`src/hw/occ_defines.vh`:
```
// Behaviour
// - three channels: two supplies, one contact
// - warm-up: on set seconds before measurement
// - zero warm-up time keeps channel off
// - warm-up channels with nonzero warm-up time on during burst transmission
// - digital level is setpoint XOR invert
// - frequency equals setpoint times factor, max 1000
// - pulses per minute setpoint times factor, max 320
// - frequency and pulse only on contact
// - reserved mode only on low supply
// - voltage selection only on sensor supply
// - hold unit string of 0-8 characters
// - filter window ends at measurement instant
// - gated setpoint withheld from next measurement
// - gate release is OR of selected triggers
`ifndef OCC_DEFINES_VH
`define OCC_DEFINES_VH

// ==========================================================
// timing
`define OCC_CLK_HZ 250000000
`define OCC_CLK_PERIOD_PS 4000
`define OCC_MS_PS 1000000000
`define OCC_MS_TICKS (`OCC_MS_PS / `OCC_CLK_PERIOD_PS)
`define OCC_MS_PER_S 1000
`define OCC_S_PER_MIN 60

// ==========================================================
// ceilings
`define OCC_FREQ_MAX_HZ 32'h000003E8
`define OCC_PULSE_MAX_PM 32'h00000140

// ==========================================================
// channel modes
`define OCC_MODE_OFF 3'h0
`define OCC_MODE_WARM 3'h1
`define OCC_MODE_DIG 3'h2
`define OCC_MODE_RSVD 3'h3
`define OCC_MODE_FREQ 3'h4
`define OCC_MODE_PULSE 3'h5

// ==========================================================
// register byte offsets
`define OCC_REG_CYCLE 6'h00
`define OCC_REG_WARM 6'h04
`define OCC_REG_FILT 6'h08
`define OCC_REG_CH0 6'h0C
`define OCC_REG_CH1 6'h10
`define OCC_REG_CH2 6'h14
`define OCC_REG_RATE 6'h18
`define OCC_REG_ULEN 6'h1C
`define OCC_REG_ULO 6'h20
`define OCC_REG_UHI 6'h24
`define OCC_REG_SEL0 6'h28
`define OCC_REG_SEL1 6'h2C
`define OCC_REG_SEL2 6'h30
`define OCC_REG_STAT 6'h34
`define OCC_REG_REMAIN 6'h38

// ==========================================================
// channel config field positions
`define OCC_F_MODE_LSB 0
`define OCC_F_INV 4
`define OCC_F_SETP 5
`define OCC_F_VSEL_LSB 8
`define OCC_UNIT_MAX 4'h8

// ==========================================================
// reset values
`define OCC_RST_CYCLE 16'h003C
`define OCC_RST_WARM 16'h0000
`define OCC_RST_FILT 16'h0000
`define OCC_RST_FACTOR 16'h0001

`endif

```
`src/hw/occ_notes_unused.v`:
```
`timescale 1ns/1ps

```
`src/hw/occ_timebase.v`:
```
`timescale 1ns/1ps
`include "occ_defines.vh"
module occ_timebase #(
    parameter MS_TICKS = `OCC_MS_TICKS
) (
    // clock and reset
    input wire clock,
    input wire srst,
    // settings, already in ms
    input wire [31:0] cycle_ms,
    input wire [31:0] warm_ms,
    input wire [15:0] filt_ms,
    // timing state
    output reg meas_r,
    output reg warm_r,
    output reg filt_r,
    output reg [31:0] remain_r
);
    reg [31:0] tick_r;
    wire ms_tick = (tick_r == MS_TICKS - 1);

    always @(posedge clock) begin
        if (srst) begin
            tick_r <= 32'h0;
            remain_r <= 32'h0;
            meas_r <= 1'b0;
            warm_r <= 1'b0;
            filt_r <= 1'b0;
        end else begin
            tick_r <= ms_tick ? 32'h0 : tick_r + 32'h1;
            meas_r <= 1'b0;
            if (ms_tick) begin
                if (cycle_ms == 32'h0) begin
                    remain_r <= 32'h0;
                end else if (remain_r == 32'h0) begin
                    remain_r <= cycle_ms;
                end else if (remain_r == 32'h1) begin
                    meas_r <= 1'b1;
                    remain_r <= cycle_ms;
                end else begin
                    remain_r <= remain_r - 32'h1;
                end
            end
            // on until the instant, off after it; zero time never
            warm_r <= (warm_ms != 32'h0) && (remain_r != 32'h0) && (remain_r <= warm_ms);
            // window closes at the instant itself
            filt_r <= (filt_ms != 16'h0) && (remain_r != 32'h0) && (remain_r <= {16'h0, filt_ms});
        end
    end
endmodule

```
`src/hw/occ_rate_gen.v`:
```
`timescale 1ns/1ps
`include "occ_defines.vh"
module occ_rate_gen #(
    parameter CLK_HZ = `OCC_CLK_HZ
) (
    // clock and reset
    input wire clock,
    input wire srst,
    // rate request
    input wire [31:0] rate,
    input wire per_minute,
    // square wave
    output reg wave_r
);
    // phase accumulator: no divider, jitter one clock, phases equal on average
    localparam [39:0] HALF_S = CLK_HZ / 2;
    // product taken at 40 bits: half the clock rate times sixty overflows 32
    localparam [39:0] HALF_MIN = HALF_S * `OCC_S_PER_MIN;
    reg [39:0] acc_r;
    wire [39:0] thr = per_minute ? HALF_MIN : HALF_S;
    wire [39:0] sum = acc_r + {8'h00, rate};

    always @(posedge clock) begin
        if (srst || rate == 32'h0) begin
            acc_r <= 40'h0;
            wave_r <= 1'b0;
        end else if (sum >= thr) begin
            acc_r <= sum - thr;
            wave_r <= ~wave_r;
        end else begin
            acc_r <= sum;
        end
    end
endmodule

```
`src/hw/occ_top.v`:
```
// Our own choices: the Avalon-MM slave port and the register offsets.
`timescale 1ns/1ps
`include "occ_defines.vh"
module occ_top #(
    parameter NTRIG = 8,
    parameter CLK_HZ = `OCC_CLK_HZ,
    parameter MS_TICKS = `OCC_MS_TICKS
) (
    // clock and reset
    input wire clock,
    input wire srst,
    // avalon-mm slave
    input wire [5:0] avs_address,
    input wire avs_read,
    input wire avs_write,
    input wire [31:0] avs_writedata,
    input wire [3:0] avs_byteenable,
    output reg [31:0] avs_readdata,
    output reg avs_waitrequest,
    // system events
    input wire [NTRIG-1:0] trig_active,
    input wire burst_active,
    // output channels
    output reg switched_sensor_supply,
    output reg [1:0] sensor_supply_vsel,
    output reg switched_low_voltage_supply,
    output reg contact,
    // measurement timing
    output reg meas_pulse,
    output reg filter_window
);
    // ==========================================================
    // helpers
    function [31:0] occ_merge;
        input [31:0] old;
        input [31:0] wd;
        input [3:0] be;
        integer i;
        begin
            for (i = 0; i < 4; i = i + 1) begin
                occ_merge[i*8 +: 8] = be[i] ? wd[i*8 +: 8] : old[i*8 +: 8];
            end
        end
    endfunction

    function [15:0] occ_merge16;
        input [15:0] old;
        input [15:0] wd;
        input [1:0] be;
        begin
            occ_merge16 = {be[1] ? wd[15:8] : old[15:8], be[0] ? wd[7:0] : old[7:0]};
        end
    endfunction

    function [31:0] occ_s_to_ms;
        input [15:0] s;
        begin
            occ_s_to_ms = {16'h0, s} * `OCC_MS_PER_S;
        end
    endfunction

    // modes outside a channel's set fall back to off
    function [2:0] occ_legal_mode;
        input [1:0] ch;
        input [2:0] m;
        begin
            case (m)
                `OCC_MODE_OFF, `OCC_MODE_WARM, `OCC_MODE_DIG: occ_legal_mode = m;
                `OCC_MODE_RSVD: occ_legal_mode = (ch == 2'h1) ? m : `OCC_MODE_OFF;
                `OCC_MODE_FREQ, `OCC_MODE_PULSE: occ_legal_mode = (ch == 2'h2) ? m : `OCC_MODE_OFF;
                default: occ_legal_mode = `OCC_MODE_OFF;
            endcase
        end
    endfunction

    function occ_level;
        input [2:0] m;
        input inv;
        input setp;
        input rel;
        input warm;
        input warm_nz;
        input wave;
        begin
            case (m)
                // burst holds warm-up channels on, but zero time still wins
                `OCC_MODE_WARM: occ_level = warm | (burst_active & warm_nz);
                // withheld setpoint drives low
                `OCC_MODE_DIG: occ_level = rel & (setp ^ inv);
                `OCC_MODE_FREQ, `OCC_MODE_PULSE: occ_level = rel & wave;
                default: occ_level = 1'b0;
            endcase
        end
    endfunction

    function [31:0] occ_sat;
        input [31:0] v;
        input [31:0] ceil;
        begin
            occ_sat = (v > ceil) ? ceil : v;
        end
    endfunction

    // ==========================================================
    // registers
    reg [15:0] cycle_s_r;
    reg [15:0] warm_s_r;
    reg [15:0] filt_ms_r;
    reg [2:0] mode0_r;
    reg [2:0] mode1_r;
    reg [2:0] mode2_r;
    reg [2:0] inv_r;
    reg [2:0] setp_r;
    reg [1:0] vsel_r;
    reg [15:0] rate_setp_r;
    reg [15:0] rate_fac_r;
    reg [3:0] unit_len_r;
    reg [31:0] unit_lo_r;
    reg [31:0] unit_hi_r;
    reg [NTRIG-1:0] sel0_r;
    reg [NTRIG-1:0] sel1_r;
    reg [NTRIG-1:0] sel2_r;
    reg [2:0] release_r;
    reg [31:0] rd_nxt;

    wire meas_w;
    wire warm_w;
    wire filt_w;
    wire [31:0] remain_w;
    wire wave_w;
    wire wr_go = avs_write & ~avs_waitrequest;
    wire [31:0] wd_cfg0 = occ_merge(32'h0, avs_writedata, avs_byteenable);
    // masks merged as full words, then cut back to the trigger count
    wire [31:0] sel0_m = occ_merge({{(32-NTRIG){1'b0}}, sel0_r}, avs_writedata, avs_byteenable);
    wire [31:0] sel1_m = occ_merge({{(32-NTRIG){1'b0}}, sel1_r}, avs_writedata, avs_byteenable);
    wire [31:0] sel2_m = occ_merge({{(32-NTRIG){1'b0}}, sel2_r}, avs_writedata, avs_byteenable);

    // ==========================================================
    // timing and rate
    occ_timebase #(
        .MS_TICKS(MS_TICKS)
    ) u_timebase (
        .clock(clock),
        .srst(srst),
        .cycle_ms(occ_s_to_ms(cycle_s_r)),
        .warm_ms(occ_s_to_ms(warm_s_r)),
        .filt_ms(filt_ms_r),
        .meas_r(meas_w),
        .warm_r(warm_w),
        .filt_r(filt_w),
        .remain_r(remain_w)
    );

    wire [31:0] product = {16'h0, rate_setp_r} * {16'h0, rate_fac_r};
    wire is_pulse = (mode2_r == `OCC_MODE_PULSE);
    wire is_rate = (mode2_r == `OCC_MODE_FREQ) | is_pulse;
    // over-ceiling requests saturate instead of running fast
    wire [31:0] rate_req = !is_rate ? 32'h0 :
        is_pulse ? occ_sat(product, `OCC_PULSE_MAX_PM) : occ_sat(product, `OCC_FREQ_MAX_HZ);

    occ_rate_gen #(
        .CLK_HZ(CLK_HZ)
    ) u_rate (
        .clock(clock),
        .srst(srst),
        .rate(rate_req),
        .per_minute(is_pulse),
        .wave_r(wave_w)
    );

    // ==========================================================
    // register writes
    always @(posedge clock) begin
        if (srst) begin
            cycle_s_r <= `OCC_RST_CYCLE;
            warm_s_r <= `OCC_RST_WARM;
            filt_ms_r <= `OCC_RST_FILT;
            mode0_r <= `OCC_MODE_OFF;
            mode1_r <= `OCC_MODE_OFF;
            mode2_r <= `OCC_MODE_OFF;
            inv_r <= 3'h0;
            setp_r <= 3'h0;
            vsel_r <= 2'h0;
            rate_setp_r <= 16'h0;
            rate_fac_r <= `OCC_RST_FACTOR;
            unit_len_r <= 4'h0;
            unit_lo_r <= 32'h0;
            unit_hi_r <= 32'h0;
            sel0_r <= {NTRIG{1'b0}};
            sel1_r <= {NTRIG{1'b0}};
            sel2_r <= {NTRIG{1'b0}};
        end else if (wr_go) begin
            case (avs_address)
                `OCC_REG_CYCLE: cycle_s_r <= occ_merge16(cycle_s_r, avs_writedata[15:0], avs_byteenable[1:0]);
                `OCC_REG_WARM: warm_s_r <= occ_merge16(warm_s_r, avs_writedata[15:0], avs_byteenable[1:0]);
                `OCC_REG_FILT: filt_ms_r <= occ_merge16(filt_ms_r, avs_writedata[15:0], avs_byteenable[1:0]);
                `OCC_REG_CH0: begin
                    if (avs_byteenable[0]) begin
                        mode0_r <= occ_legal_mode(2'h0, wd_cfg0[2:0]);
                        inv_r[0] <= wd_cfg0[`OCC_F_INV];
                        setp_r[0] <= wd_cfg0[`OCC_F_SETP];
                    end
                    // only this channel keeps a voltage selection
                    if (avs_byteenable[1]) begin
                        vsel_r <= wd_cfg0[`OCC_F_VSEL_LSB +: 2];
                    end
                end
                `OCC_REG_CH1: begin
                    if (avs_byteenable[0]) begin
                        mode1_r <= occ_legal_mode(2'h1, wd_cfg0[2:0]);
                        inv_r[1] <= wd_cfg0[`OCC_F_INV];
                        setp_r[1] <= wd_cfg0[`OCC_F_SETP];
                    end
                end
                `OCC_REG_CH2: begin
                    if (avs_byteenable[0]) begin
                        mode2_r <= occ_legal_mode(2'h2, wd_cfg0[2:0]);
                        inv_r[2] <= wd_cfg0[`OCC_F_INV];
                        setp_r[2] <= wd_cfg0[`OCC_F_SETP];
                    end
                end
                `OCC_REG_RATE: begin
                    rate_setp_r <= occ_merge16(rate_setp_r, avs_writedata[15:0], avs_byteenable[1:0]);
                    rate_fac_r <= occ_merge16(rate_fac_r, avs_writedata[31:16], avs_byteenable[3:2]);
                end
                `OCC_REG_ULEN: begin
                    // lengths beyond eight clamp to eight
                    if (avs_byteenable[0]) begin
                        unit_len_r <= (avs_writedata[7:0] > {4'h0, `OCC_UNIT_MAX}) ? `OCC_UNIT_MAX :
                            avs_writedata[3:0];
                    end
                end
                `OCC_REG_ULO: unit_lo_r <= occ_merge(unit_lo_r, avs_writedata, avs_byteenable);
                `OCC_REG_UHI: unit_hi_r <= occ_merge(unit_hi_r, avs_writedata, avs_byteenable);
                `OCC_REG_SEL0: sel0_r <= sel0_m[NTRIG-1:0];
                `OCC_REG_SEL1: sel1_r <= sel1_m[NTRIG-1:0];
                `OCC_REG_SEL2: sel2_r <= sel2_m[NTRIG-1:0];
                default: begin
                end
            endcase
        end
    end

    // ==========================================================
    // gating, sampled at each measurement instant
    always @(posedge clock) begin
        if (srst) begin
            release_r <= 3'h7;
        end else if (meas_w) begin
            // no selection means ungated; any selected trigger releases
            release_r[0] <= (sel0_r == {NTRIG{1'b0}}) | (|(sel0_r & trig_active));
            release_r[1] <= (sel1_r == {NTRIG{1'b0}}) | (|(sel1_r & trig_active));
            release_r[2] <= (sel2_r == {NTRIG{1'b0}}) | (|(sel2_r & trig_active));
        end
    end

    // ==========================================================
    // channel outputs
    wire warm_nz = (warm_s_r != 16'h0);

    always @(posedge clock) begin
        if (srst) begin
            switched_sensor_supply <= 1'b0;
            switched_low_voltage_supply <= 1'b0;
            contact <= 1'b0;
            sensor_supply_vsel <= 2'h0;
            meas_pulse <= 1'b0;
            filter_window <= 1'b0;
        end else begin
            // three independently configured channels
            switched_sensor_supply <= occ_level(mode0_r, inv_r[0], setp_r[0], release_r[0], warm_w, warm_nz, 1'b0);
            switched_low_voltage_supply <= occ_level(mode1_r, inv_r[1], setp_r[1], release_r[1], warm_w, warm_nz,
                1'b0);
            contact <= occ_level(mode2_r, inv_r[2], setp_r[2], release_r[2], warm_w, warm_nz, wave_w);
            sensor_supply_vsel <= vsel_r;
            meas_pulse <= meas_w;
            filter_window <= filt_w;
        end
    end

    // ==========================================================
    // avalon read path: one wait state, unmapped reads zero
    always @* begin
        rd_nxt = 32'h0;
        case (avs_address)
            `OCC_REG_CYCLE: rd_nxt = {16'h0, cycle_s_r};
            `OCC_REG_WARM: rd_nxt = {16'h0, warm_s_r};
            `OCC_REG_FILT: rd_nxt = {16'h0, filt_ms_r};
            `OCC_REG_CH0: rd_nxt = {22'h0, vsel_r, 2'h0, setp_r[0], inv_r[0], 1'b0, mode0_r};
            `OCC_REG_CH1: rd_nxt = {26'h0, setp_r[1], inv_r[1], 1'b0, mode1_r};
            `OCC_REG_CH2: rd_nxt = {26'h0, setp_r[2], inv_r[2], 1'b0, mode2_r};
            `OCC_REG_RATE: rd_nxt = {rate_fac_r, rate_setp_r};
            `OCC_REG_ULEN: rd_nxt = {28'h0, unit_len_r};
            `OCC_REG_ULO: rd_nxt = unit_lo_r;
            `OCC_REG_UHI: rd_nxt = unit_hi_r;
            `OCC_REG_SEL0: rd_nxt = {{(32-NTRIG){1'b0}}, sel0_r};
            `OCC_REG_SEL1: rd_nxt = {{(32-NTRIG){1'b0}}, sel1_r};
            `OCC_REG_SEL2: rd_nxt = {{(32-NTRIG){1'b0}}, sel2_r};
            `OCC_REG_STAT: rd_nxt = {24'h0, filter_window, warm_w, release_r, contact,
                switched_low_voltage_supply, switched_sensor_supply};
            `OCC_REG_REMAIN: rd_nxt = remain_w;
            default: rd_nxt = 32'h0;
        endcase
    end

    always @(posedge clock) begin
        if (srst) begin
            avs_waitrequest <= 1'b1;
            avs_readdata <= 32'h0;
        end else if ((avs_read | avs_write) & avs_waitrequest) begin
            avs_waitrequest <= 1'b0;
            avs_readdata <= rd_nxt;
        end else begin
            avs_waitrequest <= 1'b1;
        end
    end
endmodule

```
`config.mk`:
```
export PLATFORM = sky130hd
export DESIGN_NAME = occ_top
export DESIGN_NICKNAME = d
export VERILOG_FILES = /design/src/hw/occ_notes_unused.v /design/src/hw/occ_timebase.v /design/src/hw/occ_rate_gen.v /design/src/hw/occ_top.v
export VERILOG_INCLUDE_DIRS = /design/src /design/src/hw
export SDC_FILE = /design/constraint.sdc
export NUM_CORES = 2
export LEC_CHECK = 0
export BUFFER_PORTS_ARGS = -buffer_cell sky130_fd_sc_hd__buf_2
export CELL_PAD_IN_SITES_DETAIL_PLACEMENT = 0
export CELL_PAD_IN_SITES_GLOBAL_PLACEMENT = 1
export CORE_MARGIN = 3
export CORE_UTILIZATION = 33
export DETAILED_ROUTE_END_ITERATION = 16
export PLACE_DENSITY_LB_ADDON = 0.12
export SLEW_MARGIN = 5
export SYNTH_ARGS = -nofsm -noshare
export SYNTH_HDL_FRONTEND = slang
export SYNTH_SLANG_ARGS = --single-unit
```
`constraint.sdc`:
```
create_clock -name clock -period 23.1 [get_ports clock]
set_input_delay 4.62 -clock clock [delete_from_list [all_inputs] [get_ports clock]]
set_output_delay 4.62 -clock clock [all_outputs]
set_load 0.05 [all_outputs]
```
; ---- After elaboration in Yosys (flattened, before gate mapping)
; Cells that the tools add are included.
; W data, S select, Z words.
[op_classes]
reduce_logical = 52
mul = 3
n_eq_ne = 29
muxes = 20
magnitude_cmp = 6
n_addsub = 4
n_bitwise = 22
[op_table]
columns = cell, count
row1 = $pmux W32 S15, 1
row2 = $mux W32, 7
row3 = $logic_not A32 Y1, 3
row4 = $reduce_and A3 Y1, 26
row5 = $reduce_bool A32 Y1, 2
row6 = $mul A16 B7 Y23 const B, 2
row7 = $eq A6 B6 Y1 const B, 7
row8 = $add A40 B32 Y40, 1
row9 = $ge A40 B40 Y1, 1
row10 = $mux W40, 1
row11 = $sub A40 B40 Y40, 1
row12 = $mux W33, 1
row13 = $add A32 B1 Y32 const B, 1
row14 = $eq A32 B1 Y1 const B, 1
row15 = $eq A32 B18 Y1 const B, 1
row16 = $gt A32 B10 Y1 const B, 1
row17 = $gt A32 B9 Y1 const B, 1
row18 = $le A32 B16 Y1, 1
row19 = $le A32 B26 Y1, 1
row20 = $mul A16 B16 Y32, 1
row21 = $reduce_bool A16 Y1, 2
row22 = $sub A32 B1 Y32 const B, 1
row23 = $and A8 B8 Y8, 3
row24 = $eq A6 B5 Y1 const B, 4
row25 = other kinds (26), 65
[word_totals]
wordCells = 184
regBits = 340
output_inout_bits = 40

; ---- Logic depth before layout (Yosys ltp)
[logic_depth]
depth_word = 8
ltp_mapped = 51

; ---- Modules after synthesis
; From an unflattened synthesis, not the netlist that was laid out.
[hier_totals]
cells_unflattened = 4169
hier_area_um2 = 34037.6
[modules_own_cells]
columns = module, n_inst, area_each_um2, cells_each
row1 = occ_top, 1, 23989.3, 2831
row2 = occ_rate_gen, 1, 5053.6, 693
row3 = occ_timebase, 1, 4994.8, 645

; ---- Least setup slack after synthesis
; No wires, ideal clock.
[synth_path]
path_type = flip-flop to flip-flop
from = register rate_fac_r[9]
to = register u_rate.acc_r[18]
path_slack_ns = 11.967
stages_incl_launch_ff = 47
required_time_ns = 22.979
arrival_time_ns = 11.012
setup_ns = 0.121
cell_sequence = dfxtp_1 clkbuf_1 clkbuf_1 nand2_1 fa_1 inv_1 fa_1 inv_1 fa_1 inv_1 fa_1 fa_1 inv_1 fa_1 inv_1 ha_1 a41oi_1 o21ai_1 [11 not listed] a211oi_1 o21a_1 o21ai_0 o211ai_1 a21boi_0 o21a_1 nor3_1 nor2_1 o41ai_1 xnor2_1 ha_1 nand3_1 or4b_1 o2111ai_2 o211ai_4 and3_4 a211oi_1 mux2_2
[synth_via]
elab_chain_cells = 8
elab_cells_between_ends = 13
classes_between = add/sub: 2 / mul: 1 / order compare: 3 / mux: 5 / reduce/logical: 2
[synth_rtl]
columns = item, line_no
row1 = start: declaration, occ_top.v:116  ; reg [15:0] rate_fac_r;
row2 = start signal: assignment, occ_top.v:185  ; rate_fac_r <= `OCC_RST_FACTOR;
row3 = start signal: assignment, occ_top.v:224  ; rate_fac_r <= occ_merge16(rate_fac_r, avs_writedata[31:16], avs_byteenable[3:2]);
row4 = $mul A16 B16 Y32 (*), occ_top.v:154  ; wire [31:0] product = {16'h0, rate_setp_r} * {16'h0, rate_fac_r};
row5 = $gt A32 B10 Y1 or $gt A32 B9 Y1 (tied branches), occ_top.v:100  ; occ_sat = (v > ceil) ? ceil : v;
row6 = $mux W32, occ_top.v:100
row7 = $mux W32 (*), occ_top.v:159  ; is_pulse ? occ_sat(product, `OCC_PULSE_MAX_PM) : occ_sat(product, `OCC_FREQ_MAX_HZ);
row8 = $mux W32 (*), occ_top.v:158  ; wire [31:0] rate_req = !is_rate ? 32'h0 :
row9 = $add A40 B32 Y40, occ_rate_gen.v:21  ; wire [39:0] sum = acc_r + {8'h00, rate};
row10 = $sub A40 B40 Y40 or $ge A40 B40 Y1 (tied branches), "occ_rate_gen.v:28, occ_rate_gen.v:27"
row11 = $mux W40, occ_rate_gen.v:27  ; end else if (sum >= thr) begin
row12 = end signal: assignment, occ_rate_gen.v:28  ; acc_r <= sum - thr;
row13 = end signal: assignment, occ_rate_gen.v:31  ; acc_r <= sum;
row14 = end: declaration, occ_rate_gen.v:19  ; reg [39:0] acc_r;
; Mark *: on every way between the ends. The rest lies on a longest branch, timed or not.
; A chain may end at the register's enable or synchronous reset.

; ---- Worst setup path after layout
[layout_path]
from = register rate_setp_r[11]
to = register u_rate.acc_r[25]
[layout_via]
elab_chain_cells = 8
elab_cells_between_ends = 13
classes_between = add/sub: 2 / mul: 1 / order compare: 3 / mux: 5 / reduce/logical: 2
[layout_rtl]
columns = item, line_no
row1 = start: declaration, occ_top.v:115  ; reg [15:0] rate_setp_r;
row2 = start signal: assignment, occ_top.v:223  ; rate_setp_r <= occ_merge16(rate_setp_r, avs_writedata[15:0], avs_byteenable[1:0]);
row3 = $mul A16 B16 Y32 (*), occ_top.v:154
row4 = $gt A32 B10 Y1 or $gt A32 B9 Y1 (tied branches), occ_top.v:100
row5 = $mux W32, occ_top.v:100
row6 = $mux W32 (*), occ_top.v:159
row7 = $mux W32 (*), occ_top.v:158
row8 = $add A40 B32 Y40, occ_rate_gen.v:21
row9 = $sub A40 B40 Y40 or $ge A40 B40 Y1 (tied branches), "occ_rate_gen.v:28, occ_rate_gen.v:27"
row10 = $mux W40, occ_rate_gen.v:27
; Marked as above.

==> results by group <==
Outcome
  – Status: finished, final reports clean

Worst setup path
  – Worst Path Required: 23.63 ns
  – Reg2Reg Depth: 42
  – Crit path kind: register to register
  – Max incr delay on CP: 1.04 ns
  – Arrival @ worst endpoint: 13.25 ns
  – Critical path capture point: u_rate.acc_r[25]$_SDFF_PP0_
  – Worst reg-to-reg setup slack: 10.38 ns
  – Reg2reg end: u_rate.acc_r[25]$_SDFF_PP0_
  – Worst R2R Start: rate_setp_r[11]$_SDFFE_PP0P_
  – Max FO, Critical Path: 21
  – Most used cell along the critical path: fa_1
  – Crit path from: rate_setp_r[11]$_SDFFE_PP0P_
  – Setup crit end kind: register
  – Slowest cell on crit path: dfxtp_1
  – CP Launch Type: register

Global routing
  – Met1 Use GR: 31.8%
  – Initial antenna violation count: 8
  – Largest net degree at the start of global routing: 133
  – GRT Util Overall: 21.8%
  – Met3 global-route usage: 2.92%
  – GR Layer Usage met2: 34.6%
  – Congestion Overflow GR: 0
  – Global-route wire length before repair: 177000 um
  – Global routing's busiest layer: met2
  – Vias in the first global route: 28400

Routing
  – Avg Vias per Cell: 5.33
  – Drt pass-1 iters: 8
  – DR DRC count: 0
  – Wirelength per Cell: 21.4 um
  – Via count: 28600
  – Drt total wl: 115000 um
  – Starting DRT DRC Count: 2276
  – ANT nets after route: 0

Min path
  – Type of the worst min-delay path: register to register
  – Hold Path Depth: 2

Placement
  – Placement Setup Slack: 10.48 ns
  – DP HPWL: 87800 um
  – Placer Congestion: 0.828
  – IO Port Bufs: 94

Synth
  – Synth top area share: 20.4%
  – Synth area leader: dfxtp_1
  – Main synth FF type: dfxtp_1
  – Yosys Warn Count: 0
  – Number of synthesized flops with an enable pin: 0
  – Cells after synthesis: 4036
  – Count leader, synth: nand2_1
  – #FFs+latches synth: 340
  – Area contributors post-synth: dfxtp_1 (20%), fa_1 (18%), ha_1 (12%), nand2_1 (5.9%), inv_1 (5.0%)
  – Synth cell count leaders: nand2_1 (520), inv_1 (448), dfxtp_1 (340)
  – Distinct cells, synth: 102
  – Mapped Area: 33400 um^2
  – Sequential-to-total area share from yosys stat: 20.4%
  – Async S/R FF share, synth: 0%
  – Avg Synthesized Cell Area: 8.27 um^2

Pwr
  – Worst VDD drop: 42.6 uV
  – Pleak: 16.1 nW
  – PwrDens: 40.2 nW/um^2
  – Overall Power: 1.48 mW

STA
  – RSZ-0062 raised after global routing: false
  – Worst Max-Slew Pin Slew: 1.14 ns
  – Final TNS setup: 0 ns
  – Slew headroom: 23.7%
  – Final setup fails: 0
  – Slew Viols, Final: 0
  – Fmax: 78.6 MHz
  – Final period util: 55.1%
  – Clk_skew: 0.0323 ns
  – Final worst slack: 10.38 ns
  – Crit path time final: 12.72 ns
  – Final hold violations: 0

CTS
  – Hold buffers post-CTS: 0
  – CTS tree: yes
  – CTS buffer count: 44
  – Reg clk slew, reported paths: 0.06 ns
  – Post-CTS sizing: 0
  – Root Buffer: clkbuf_16
  – Clk_lat worst skew: 0.60 ns
  – CTS Sinks: 340
  – # H-tree levels: 2
  – CTS max path bufs: 3
  – Postcts setup bufs: 0

Floorplanning
  – Cell row count: 116
  – Die Y: 324 um
  – DIE AREA: 105000 um^2
  – Initial Utilization: 33.3%
  – Total I/O pin count: 95
  – Core Region: 100000 um^2
  – Die X-Extent: 324 um

Final layout
  – Layout cells sized above 1: 6.50%
  – Final core utilization: 36.6%
  – Nets: 4709
  – Area grow syn2layout: 9.95%

Job
  – # Max-Cap Violations: 0
[layout by cell type, fill, tap and decap left out, types with 77 or more instances in the layout]
cell	instances
a21oi_1	278
and2_1	141
buf_2	93
dfxtp_1	340
fa_1	303
ha_1	309
inv_1	448
nand2_1	520
nand3_1	119
nor2_1	281
nor3_1	77
o21ai_0	108
xnor2_1	81
[state kept, by name, indices dropped and copies added, names as in the netlist, 16 cells and up]
register             flops
u_rate.acc_r            40
avs_readdata            32
u_timebase.remain_r     32
u_timebase.tick_r       32
unit_hi_r               32
unit_lo_r               32
cycle_s_r               16
filt_ms_r               16
rate_fac_r              16
rate_setp_r             16
warm_s_r                16
[critical path, delay by kind of cell (launching register included)]
kind	cells	cell delay (ns)
flip-flops	1	1.04
AO/OA/AOI/OAI	18	4.44
adder cells (fa/ha/maj)	9	3.99
AND/OR/NAND/NOR	9	2.41
buffers and inverters	4	0.51
XOR/XNOR	2	0.22
[final cells by class]
cell class / instances / area [um^2]
tap: 1298 / 1620
timing repair buffer: 125 / 724
multi-input combinational: 3083 / 24300
clock inverter: 15 / 287
fill: 10600 / 63500
sequential: 340 / 6810
clock buffer: 64 / 1280
inverter: 448 / 1680
antenna: 2 / 5.00
[layer usage]
| layer | wire length [um] | up-vias |
|---|---|---|
| li1 | - | 13800 |
| met1 | 55700 | 14100 |
| met2 | 51600 | 643 |
| met3 | 5470 | 108 |
| met4 | 2060 | 0 |
| met5 | 0 | - |
[worst min-delay path by stage]
stage | startpoint | end | slack (ns)
finish | unit_hi_r[15]$_SDFFE_PP0P_ | unit_hi_r[15]$_SDFFE_PP0P_ | 0.45
global route | unit_hi_r[15]$_SDFFE_PP0P_ | unit_hi_r[15]$_SDFFE_PP0P_ | 0.47
CTS | unit_hi_r[15]$_SDFFE_PP0P_ | unit_hi_r[15]$_SDFFE_PP0P_ | 0.45
detailed placement | u_timebase.filt_r$_SDFF_PP0_ | filter_window$_SDFF_PP0_ | 0.43
global placement | u_timebase.filt_r$_SDFF_PP0_ | filter_window$_SDFF_PP0_ | 0.42
floorplan | u_timebase.filt_r$_SDFF_PP0_ | filter_window$_SDFF_PP0_ | 0.41
[where the power goes]
part	total (mW)	internal [mW]	switching, mW
registers	0.597	0.591	0.00542
logic	0.114	0.0311	0.0827
clock network	0.766	0.472	0.293
total	1.48	1.09	0.381
[through the flow]
| stage | instances | hold WS, ns | area, um^2 |
|---|---|---|---|
| finish | 5375 | 0.453 | 36700 |
| global route | 5374 | 0.470 | 36700 |
| CTS | 5373 | 0.454 | 36700 |
| detailed placement | 5294 | 0.431 | 35100 |
| global placement | 5294 | 0.423 | 35100 |
| floorplan | 4057 | 0.414 | 33400 |
[cell families (layout without fill, tap and decap cells)]
kind of cell,count (synthesis),after routing,synth area share [%]
AO/OA/AOI/OAI,826,826,16.7
flip-flops,340,340,20.4
multiplexers,62,62,1.90
AND/OR/NAND/NOR,1427,1427,20.4
XOR/XNOR,134,134,3.54
adder cells (fa/ha/maj),612,612,29.8
buffers and inverters,634,652,7.26
other,1,24,0.0112
(Power assumes the default switching activity.)
